<file path="config.mk">
export PLATFORM = sky130hd
export DESIGN_NAME = phy_status_ops_regs
export DESIGN_NICKNAME = d
export VERILOG_FILES = /design/src/hw/phy_regs_pkg.sv /design/src/hw/phy_status_ops_regs.sv /design/src/hw/latch_flags.sv
export VERILOG_INCLUDE_DIRS = /design/src /design/src/hw
export SDC_FILE = /design/constraint.sdc
export NUM_CORES = 1
export LEC_CHECK = 0
export CAP_MARGIN = 10
export CORE_MARGIN = 2
export CORE_UTILIZATION = 40
export CTS_BUF_LIST = sky130_fd_sc_hd__clkbuf_8
export CTS_CLUSTER_SIZE = 30
export DETAILED_ROUTE_END_ITERATION = 6
export DONT_BUFFER_PORTS = 1
export PLACE_DENSITY = 0.6
export SLEW_MARGIN = 10
export SYNTH_ARGS = -nofsm -noshare
export SYNTH_HDL_FRONTEND = slang
export SYNTH_SLANG_ARGS = --single-unit
export TNS_END_PERCENT = 20
</file>
<file path="constraint.sdc">
create_clock -name clk -period 3.15 [get_ports clk]
set_input_delay 0.4725 -clock clk [delete_from_list [all_inputs] [get_ports clk]]
set_output_delay 0.4725 -clock clk [all_outputs]
set_load 0.03 [all_outputs]
</file>
<file path="src/hw/phy_regs_consts.svh">
// offsets, field positions and reset values of the status and operations registers
`ifndef PHY_REGS_CONSTS_SVH
`define PHY_REGS_CONSTS_SVH

// register numbers on the management access port
`define STATUS_REG_ADDR 5'h11
`define OPS_REG_ADDR 5'h12
`define VENDOR_FIRST_ADDR 5'h19
`define VENDOR_LAST_ADDR 5'h1F

// quick poll detailed status fields
`define ST_RATE_BIT 15
`define ST_DUPLEX_BIT 14
`define ST_PROG_HI 13
`define ST_PROG_LO 11
`define ST_SIG_LOST_BIT 10
`define ST_PLL_ERR_BIT 9
`define ST_FALSE_CAR_BIT 8
`define ST_BAD_SYM_BIT 7
`define ST_HALT_BIT 6
`define ST_PREM_END_BIT 5
`define ST_AN_DONE_BIT 4
`define ST_NO_SIG_BIT 3
`define ST_JABBER_BIT 2
`define ST_RFAULT_BIT 1
`define ST_LINK_BIT 0

// operations register fields
`define OP_RJAB_BIT 15
`define OP_POLREV_BIT 14
`define OP_MODE_HI 13
`define OP_MODE_LO 12
`define OP_AMDIX_BIT 11
`define OP_RECEIVE_TRISTATE_BIT 10
`define OP_GATE_BIT 9
`define OP_TMUX_BIT 8
`define OP_JABINH_BIT 5
`define OP_RSV1_BIT 4
`define OP_APINH_BIT 3
`define OP_SQEINH_BIT 2
`define OP_LLINH_BIT 1
`define OP_SQLINH_BIT 0

// reset values of the plain control bits, and the fixed value of reserved bit 4
`define TMUX_RST 1'b0
`define JABINH_RST 1'b0
`define APINH_RST 1'b0
`define SQEINH_RST 1'b0
`define LLINH_RST 1'b0
`define SQLINH_RST 1'b0
`define RSV1_VALUE 1'b1

// latched flag vector layout: 0..8 latching high, 9 latching low
`define NUM_FLAGS 10
`define LOW_MASK 10'h200

`endif

</file>
<file path="src/hw/phy_regs_pkg.sv">
// types shared by the status and operations register bank
package phy_regs_pkg;

   // one management access, registers at their printed numbers
   typedef struct packed {
      logic rd;
      logic wr;
      logic [4:0] addr;
      logic [15:0] wdata;
   } mgmt_req_t;

   // live conditions reported by the phy core
   typedef struct packed {
      logic rate_100;
      logic full_duplex;
      logic [2:0] an_progress;
      logic an_complete;
      logic no_signal;
      logic signal_lost;
      logic pll_lock_err;
      logic false_carrier;
      logic invalid_symbol;
      logic halt_symbol;
      logic premature_end;
      logic jabber;
      logic remote_fault;
      logic remote_jabber;
      logic polarity_reversed;
      logic link_valid;
   } core_status_t;

   // controls steering the phy core
   typedef struct packed {
      logic amdix_en;
      logic test_mux_select;
      logic auto_polarity_en;
      logic sqe_test_en;
      logic link_forced_pass;
      logic jabber_check_en;
      logic squelch_en;
   } core_ctrl_t;

   // data bus modes reported from the strap
   typedef enum logic [1:0] {
      BUS_MII = 2'h0,
      BUS_SERIAL = 2'h1,
      BUS_RMII = 2'h2
   } bus_mode_t;

endpackage

</file>
<file path="src/hw/phy_status_ops_regs.sv">
// quick poll detailed status and 10base-t operations registers
`include "phy_regs_consts.svh"
`timescale 1ns/1ps
module phy_status_ops_regs #(
   parameter int RXD_WIDTH = 4
) (
   input wire logic clk,
   input wire logic sys_rst,
   input phy_regs_pkg::mgmt_req_t mgmt_req,
   output logic [15:0] rd_data_q,
   output logic rd_valid_q,
   output logic vendor_access_q,
   input phy_regs_pkg::core_status_t core_status,
   output phy_regs_pkg::core_ctrl_t core_ctrl_q,
   input wire logic [1:0] bus_mode_strap,
   input wire logic amdix_strap,
   input wire logic rx_tristate_strap,
   input wire logic vendor_gate_strap,
   input wire logic [RXD_WIDTH-1:0] rx_data_core,
   input wire logic rx_dv_core,
   output logic [RXD_WIDTH-1:0] rxd_out_q,
   output logic rx_dv_out_q,
   output logic rx_oe_q,
   output logic link_pass_q
);

   // operations register control bits
   logic amdix_q;
   logic receive_tristate_q;
   logic vendor_reg_access_gate_q;
   logic test_mux_select_q;
   logic jabber_inhibit_q;
   logic polarity_inhibit_q;
   logic sqe_inhibit_q;
   logic link_loss_inhibit_q;
   logic squelch_inhibit_q;
   phy_regs_pkg::bus_mode_t bus_mode_q;

   // latched flags
   logic [`NUM_FLAGS-1:0] flag_cond;
   logic [`NUM_FLAGS-1:0] flag_q;

   // access decode
   wire status_hit = mgmt_req.addr == `STATUS_REG_ADDR;
   wire ops_hit = mgmt_req.addr == `OPS_REG_ADDR;
   wire vendor_hit = mgmt_req.addr >= `VENDOR_FIRST_ADDR;
   wire status_rd = mgmt_req.rd && status_hit;
   wire ops_rd = mgmt_req.rd && ops_hit;
   wire ops_wr = mgmt_req.wr && ops_hit;
   wire vendor_ok = vendor_hit && !vendor_reg_access_gate_q;

   // link is good when valid or when loss detection is inhibited
   wire link_eff = core_status.link_valid || link_loss_inhibit_q;

   // flag conditions, status register flags first
   assign flag_cond[0] = core_status.signal_lost;
   assign flag_cond[1] = core_status.pll_lock_err;
   assign flag_cond[2] = core_status.false_carrier;
   assign flag_cond[3] = core_status.invalid_symbol;
   assign flag_cond[4] = core_status.halt_symbol;
   assign flag_cond[5] = core_status.premature_end;
   assign flag_cond[6] = core_status.jabber && !jabber_inhibit_q;
   assign flag_cond[7] = core_status.remote_fault;
   assign flag_cond[8] = core_status.remote_jabber;
   assign flag_cond[9] = link_eff;

   // status register flags release on status read, operations flags on
   // operations read; three latch_flags instances, each cleared by its group's read
   logic [8:0] st_flag_q;
   logic [1:0] op_flag_q;
   latch_flags #(
      .WIDTH(8),
      .LOW_MASK(8'h00)
   ) u_status_high (
      .clk(clk),
      .sys_rst(sys_rst),
      .rd_clear(status_rd),
      .cond(flag_cond[7:0]),
      .flag_q(st_flag_q[7:0])
   );
   latch_flags #(
      .WIDTH(2),
      .LOW_MASK(2'h0)
   ) u_ops_high (
      .clk(clk),
      .sys_rst(sys_rst),
      .rd_clear(ops_rd),
      .cond(core_status.polarity_reversed ? 2'h2 | {1'b0, flag_cond[8]} :
            {1'b0, flag_cond[8]}),
      .flag_q(op_flag_q)
   );
   latch_flags #(
      .WIDTH(1),
      .LOW_MASK(1'b1)
   ) u_link_low (
      .clk(clk),
      .sys_rst(sys_rst),
      .rd_clear(status_rd),
      .cond(flag_cond[9:9]),
      .flag_q(st_flag_q[8:8])
   );
   assign flag_q = {st_flag_q[8], op_flag_q[0], st_flag_q[7:0]};

   // status register image
   logic [15:0] status_img;
   always_comb begin
      status_img = 16'h0000;
      status_img[`ST_RATE_BIT] = core_status.rate_100;
      status_img[`ST_DUPLEX_BIT] = core_status.full_duplex;
      status_img[`ST_PROG_HI:`ST_PROG_LO] = core_status.an_progress;
      status_img[`ST_SIG_LOST_BIT] = flag_q[0];
      status_img[`ST_PLL_ERR_BIT] = flag_q[1];
      status_img[`ST_FALSE_CAR_BIT] = flag_q[2];
      status_img[`ST_BAD_SYM_BIT] = flag_q[3];
      status_img[`ST_HALT_BIT] = flag_q[4];
      status_img[`ST_PREM_END_BIT] = flag_q[5];
      status_img[`ST_AN_DONE_BIT] = core_status.an_complete;
      status_img[`ST_NO_SIG_BIT] = core_status.no_signal;
      status_img[`ST_JABBER_BIT] = flag_q[6];
      status_img[`ST_RFAULT_BIT] = flag_q[7];
      status_img[`ST_LINK_BIT] = flag_q[9];
   end

   // operations register image; bits 7:6 read zero, bit 4 reads one
   logic [15:0] ops_img;
   always_comb begin
      ops_img = 16'h0000;
      ops_img[`OP_RJAB_BIT] = flag_q[8];
      ops_img[`OP_POLREV_BIT] = op_flag_q[1];
      ops_img[`OP_MODE_HI:`OP_MODE_LO] = bus_mode_q;
      ops_img[`OP_AMDIX_BIT] = amdix_q;
      ops_img[`OP_RECEIVE_TRISTATE_BIT] = receive_tristate_q;
      ops_img[`OP_GATE_BIT] = vendor_reg_access_gate_q;
      ops_img[`OP_TMUX_BIT] = test_mux_select_q;
      ops_img[`OP_JABINH_BIT] = jabber_inhibit_q;
      ops_img[`OP_RSV1_BIT] = `RSV1_VALUE;
      ops_img[`OP_APINH_BIT] = polarity_inhibit_q;
      ops_img[`OP_SQEINH_BIT] = sqe_inhibit_q;
      ops_img[`OP_LLINH_BIT] = link_loss_inhibit_q;
      ops_img[`OP_SQLINH_BIT] = squelch_inhibit_q;
   end

   // read mux; unmapped and denied vendor numbers read zero
   wire [15:0] rd_mux = status_hit ? status_img : (ops_hit ? ops_img : 16'h0000);

   // strapped bus mode, 1x folds to rmii
   wire [1:0] strap_mode = bus_mode_strap[1] ? 2'h2 : bus_mode_strap;

   // operations control bits; straps are caught while reset is held
   always_ff @(posedge clk) begin
      if (sys_rst) begin
         bus_mode_q <= phy_regs_pkg::bus_mode_t'(strap_mode);
         amdix_q <= amdix_strap;
         receive_tristate_q <= rx_tristate_strap;
         vendor_reg_access_gate_q <= vendor_gate_strap;
         test_mux_select_q <= `TMUX_RST;
         jabber_inhibit_q <= `JABINH_RST;
         polarity_inhibit_q <= `APINH_RST;
         sqe_inhibit_q <= `SQEINH_RST;
         link_loss_inhibit_q <= `LLINH_RST;
         squelch_inhibit_q <= `SQLINH_RST;
      end else if (ops_wr) begin
         amdix_q <= mgmt_req.wdata[`OP_AMDIX_BIT];
         receive_tristate_q <= mgmt_req.wdata[`OP_RECEIVE_TRISTATE_BIT];
         vendor_reg_access_gate_q <= mgmt_req.wdata[`OP_GATE_BIT];
         test_mux_select_q <= mgmt_req.wdata[`OP_TMUX_BIT];
         jabber_inhibit_q <= mgmt_req.wdata[`OP_JABINH_BIT];
         polarity_inhibit_q <= mgmt_req.wdata[`OP_APINH_BIT];
         sqe_inhibit_q <= mgmt_req.wdata[`OP_SQEINH_BIT];
         link_loss_inhibit_q <= mgmt_req.wdata[`OP_LLINH_BIT];
         squelch_inhibit_q <= mgmt_req.wdata[`OP_SQLINH_BIT];
      end
   end

   // read answer one cycle after the request
   always_ff @(posedge clk) begin
      if (sys_rst) begin
         rd_data_q <= 16'h0000;
         rd_valid_q <= 1'b0;
         vendor_access_q <= 1'b0;
      end else begin
         rd_data_q <= mgmt_req.rd ? rd_mux : rd_data_q;
         rd_valid_q <= mgmt_req.rd;
         vendor_access_q <= (mgmt_req.rd || mgmt_req.wr) && vendor_ok;
      end
   end

   // controls to the phy core, registered
   always_ff @(posedge clk) begin
      if (sys_rst) begin
         core_ctrl_q <= '0;
         link_pass_q <= 1'b0;
      end else begin
         core_ctrl_q.amdix_en <= amdix_q;
         core_ctrl_q.test_mux_select <= test_mux_select_q;
         core_ctrl_q.auto_polarity_en <= !polarity_inhibit_q;
         core_ctrl_q.sqe_test_en <= !sqe_inhibit_q;
         core_ctrl_q.link_forced_pass <= link_loss_inhibit_q;
         core_ctrl_q.jabber_check_en <= !jabber_inhibit_q;
         core_ctrl_q.squelch_en <= !squelch_inhibit_q;
         link_pass_q <= link_eff;
      end
   end

   // receive outputs, released when tri-state is requested
   always_ff @(posedge clk) begin
      if (sys_rst) begin
         rxd_out_q <= '0;
         rx_dv_out_q <= 1'b0;
         rx_oe_q <= 1'b0;
      end else begin
         rxd_out_q <= rx_data_core;
         rx_dv_out_q <= rx_dv_core;
         rx_oe_q <= !receive_tristate_q;
      end
   end

endmodule

</file>
<file path="src/hw/latch_flags.sv">
// latching-high and latching-low status flags, updated on register read
`timescale 1ns/1ps
module latch_flags #(
   parameter int WIDTH = 10,
   parameter logic [WIDTH-1:0] LOW_MASK = '0
) (
   input wire logic clk,
   input wire logic sys_rst,
   input wire logic rd_clear,
   input wire logic [WIDTH-1:0] cond,
   output logic [WIDTH-1:0] flag_q
);

   genvar i;
   generate
      for (i = 0; i < WIDTH; i++) begin : g_flag
         logic flag_d;
         // event wins over the read that would release the flag
         if (LOW_MASK[i]) begin : g_low
            assign flag_d = !cond[i] ? 1'b0 : (rd_clear ? 1'b1 : flag_q[i]);
         end else begin : g_high
            assign flag_d = cond[i] ? 1'b1 : (rd_clear ? 1'b0 : flag_q[i]);
         end
         always_ff @(posedge clk) begin
            if (sys_rst) begin
               flag_q[i] <= 1'b0;
            end else begin
               flag_q[i] <= flag_d;
            end
         end
      end
   endgenerate

endmodule

</file>
**Yosys cells after proc, flatten, opt, wreduce, memory -nomap -nowiden**

Index checks and enable logic that the tools add are counted.

- Bitwise operators: 1
- Equality and inequality tests: 2
- Muxes and demuxes: 22
- Reduce and logical (&&, ||, !) cells: 26
- $lt $le $gt $ge: 1

Operators by type and width:

| kind | count |
|---|---|
| 16-bit 2-to-1 mux | 2 |
| 2-bit nonzero test | 11 |
| 1-bit 2-to-1 mux | 18 |
| 5-bit equality test, second input constant | 2 |
| 1-bit logical AND | 6 |
| 1-bit zero test | 6 |
| 5-bit >= comparator, second input constant | 1 |
| 2-bit 2-to-1 mux | 2 |
| 1-bit logical OR | 2 |
| 2-bit OR reduction | 1 |
| 1-bit inverter | 1 |

- Register bits after elaboration: 54
- Output and inout port bits: 32

**Longest topological paths before layout**

- Depth in word-level cells: 4
- Gate-level depth with buffers: 6

**Cells and area by module**

Synthesis repeated with hierarchy kept, for this count alone.

- Cell total of the unflattened synthesis: 219
- Area total of the unflattened synthesis: 2109.5 um^2

Modules (own cells, without submodules):

| module | cells each | instances | area each (um^2) | seq. area each (um^2) |
|---|---|---|---|---|
| phy_status_ops_regs | 175 | 1 | 1699.1 | 910.9 |
| latch_flags at u_status_high | 33 | 1 | 304.0 | 160.2 |
| latch_flags at u_ops_high | 8 | 1 | 70.1 | 40.0 |
| latch_flags at u_link_low | 3 | 1 | 36.3 | 20.0 |

**Worst setup path after synthesis**

OpenSTA, ideal clock, no wires.

- Kind: input to register
- Start point: in mgmt_req[18] (netlist bit)
- End point: reg amdix_q, enable pin
- Slack: 1.672 ns
- Required time: 2.850 ns
- Cell stages on the path: 3
- Data arrival time: 1.178 ns
- Buffers on the path: 1
- Cells stage by stage: nor3b_4 buf_4 a21o_1

- Word-level cells in the longest chain between the ends: 3

RTL lines:

| item | RTL line | RTL |
|---|---|---|
| start: declaration | phy_status_ops_regs.sv:9 | `input phy_regs_pkg::mgmt_req_t mgmt_req,` |
| 5-bit equality test (no line) | n/a |  |
| 1-bit logical AND | phy_status_ops_regs.sv:49 | `wire ops_wr = mgmt_req.wr && ops_hit;` |
| 2-bit nonzero test (no line) | n/a |  |
| end signal: assignment | phy_status_ops_regs.sv:153 | `amdix_q <= amdix_strap;` |
| end signal: assignment | phy_status_ops_regs.sv:163 | `` amdix_q <= mgmt_req.wdata[`OP_AMDIX_BIT]; `` |
| end: declaration | phy_status_ops_regs.sv:28 | `logic amdix_q;` |

No other way between the ends.
A chain may end at the register's enable or synchronous reset.

**Worst setup path after layout**

- Start point: in mgmt_req[18] (netlist bit)
- End point: reg rd_data_q[10]

- Word-level cells in the longest chain between the ends: 3

RTL lines:

| item | RTL line | RTL |
|---|---|---|
| 5-bit equality test (no line) | n/a |  |
| 16-bit 2-to-1 mux | phy_status_ops_regs.sv:144 | `wire [15:0] rd_mux = status_hit ? status_img : (ops_hit ? ops_img : 16'h0000);` |
| 16-bit 2-to-1 mux * | phy_status_ops_regs.sv:144 |  |
| end signal: assignment | phy_status_ops_regs.sv:182 | `rd_data_q <= mgmt_req.rd ? rd_mux : rd_data_q;` |
| end: declaration | phy_status_ops_regs.sv:10 | `output logic [15:0] rd_data_q,` |

Mark *: on every way between the ends. The rest lies on a longest branch, timed or not.

==> flow_summary.toml <==
[setup_path]
startpoint = "mgmt_req[18]"
cp.arrival_ns = 1.81
worstRegToRegCells = 3
end_kind = "flop"
worstSetupPathType = "input port to flop"
worstReg2RegStart = "vendor_reg_access_gate_q"
start_kind = "input port"
crit_fanout = 19
cp.required_ns = 3.39

[cts]
cts.sinks = 54
cts_buffer_depth = 2
cts_setup_buffers = 0
cts_inserted_buffers = 5
clkTransAtPathRegs_ns = 0.10
clk_latency_ns = 0.31
cts-root-buf = "clkbuf_8"
postCtsResizedCells = 0
postCtsHoldBufs = 0
cts_tree = "yes"
htree_num_levels = 2

[timing]
final-setup-viol-count = 0
fin_crit_ns = 1.57
setup-tns-final_ns = 0
clock_skew_ns = 0.00692
drv_slew = 0
rsz0062_at_grt = "false"
max_freq_ghz = 0.639
tightest_slew_ns = 0.759
timing_hold_violations_final = 0
maxSlewHeadroom_pct = 49.4
finalCritPeriodShare_pct = 49.7

[drt]
routedWlPerCell_um = 15.8
ant_nets = 0
vias = 1504
drt_iter0_markers = 90
drc_errors = 0
vias_per_cell = 5.39
wl_mm = 4.40
dr.pass1.iters = 4

[pwr]
powerDensity_nw_per_um2 = 585
vdd_drop_max_uv = 228
p_leak_nw = 0.746

[floorplanning]
fp.dieW_um = 76.3
initial_core_util_pct = 41.2
ioPinCount = 85
rows = 26
die_h_um = 76.3
fp.dieArea_um2 = 5820
coreArea_um2 = 5070

[global_route]
global_route.usage.met2_pct = 23.7
antenna_found_initial = 0
gr-total-overflow = 0
busiest_layer = "met2"
grt_use_total_pct = 15.5
met3_usage_pct = 5.57
grt_pass1_vias = 1459
grt_start_max_net_pins = 55
met1_usage_pct = 19.7
grt_pass1_wl_mm = 7.13

[cells_and_area]
layout_commonest_cell = "dfxtp_1"
area_growth_pct = 4.73
fillers = 530
fin_util_pct = 43.1
nets = 261
drive_gt1_share_pct = 7.18
diodes = 0
mostFrequentLayoutCells = "dfxtp_1, a21oi_1, nand3_1, nand2b_1, nand4_1"

[synthesis]
ys_warn_count = 0
ys_top_cells_by_area = "dfxtp_1, edfxtp_1, a21oi_1"
syn_inst = 219
synth_cell_type_count = 28
yosysSeqAreaShare_pct = 54.1
synth_edf_count = 5
synth.largest_area_cell = "dfxtp_1"
postSynthAreaPerCell_um2 = 9.54
ys_ff_latch = 54
synth_area_um2 = 2090
synthArstFlopShare_pct = 0
ys.flop_type = "dfxtp_1"
syn_nets = 272
yosys.area.top_type_share_pct = 46.9

[placed_design]
hpwl_mm = 2.98
io_buffer_count = 0
globalplace.congestion = 0.697

[hold_path]
hold_class = "input port to flop"
min_path_cells = 1
min_from = "sys_rst"

[flow_run]
drv_cap = 0

[outcome]
status = "finished clean"
sequential cells by signal, indices dropped and copies added (netlist names), 2 cells and up:
name / count
u_status_high.flag_q: 8
u_ops_high.flag_q: 2
bus_mode_q: 2
core_ctrl_q: 7
rd_data_q: 16
rxd_out_q: 4
synth_stat cells, types with 2 or more instances:
library cell   n
dfxtp_1       49
a21oi_1       20
nand3_1       19
nand2b_1      16
nand4_1       16
a31oi_1       13
nor2b_1       12
inv_1          9
o21ai_1        9
nor2_1         8
o21ai_0        8
clkbuf_1       7
buf_4          5
edfxtp_1       5
buf_6          3
mux2_2         3
nand3b_1       3
and3b_1        2
buf_1          2
buf_2          2
cells by family after synthesis:
logic type      count (synthesis)  share of synthesized area (%)
compound gates                 52                           13.5
simple gates                   81                           23.4
buf+inv                        29                           7.37
mux                             3                           1.62
flops                          54                           54.1
path summary, 6_finish.rpt:
path / end / slack (ns)
setup / recovery: rd_data_q[10] / 1.58
setup reg to reg: vendor_access_q / 2.07
hold / removal: u_status_high.flag_q[6] / 0.22
hold reg to reg: core_ctrl_q[4] / 0.43
cell type report:
| type | count | area (µm²) | area share (%) |
|---|---|---|---|
| Multi-Input combinational cell | 136 | 805 | 36.8 |
| Clock inverter | 3 | 47.5 | 2.17 |
| Sequential cell | 54 | 1130 | 51.7 |
| Tap cell | 70 | 87.6 | 4.00 |
| Timing Repair Buffer | 2 | 15.0 | 0.686 |
| Clock buffer | 5 | 68.8 | 3.14 |
| Inverter | 9 | 33.8 | 1.54 |
power breakdown:
part           leakage [nW]  switching (mW)  internal (mW)  total [mW]
clock network        0.0587           0.232          0.241       0.473
registers             0.451          0.0341          0.721       0.755
logic                 0.237          0.0284         0.0248      0.0532
metrics by stage:
stage                     instances  setup slack (ns)  power [mW]  hold WS [ns]  area (µm²)
after detailed placement        271              1.25       0.825         0.421        2070
after CTS                       279              1.58        1.30         0.202        2190
after global routing            279              1.48        1.33         0.198        2190
after floorplan                 219              1.67       0.831         0.408        2090
final                           279              1.58        1.28         0.224        2190
after global placement          271              1.26       0.824         0.420        2070
critical path: stages:
cell,delay [ns]
nor3b_4,0.63
buf_4,0.36
nand4_1,0.15
a31oi_1,0.18
layer usage:
layer	routed length [µm]	part of all wire, %
met3	373	8.5
met4	78	1.8
met5	0	0
met1	1970	45
met2	1980	45
(Power assumes the default switching activity.)
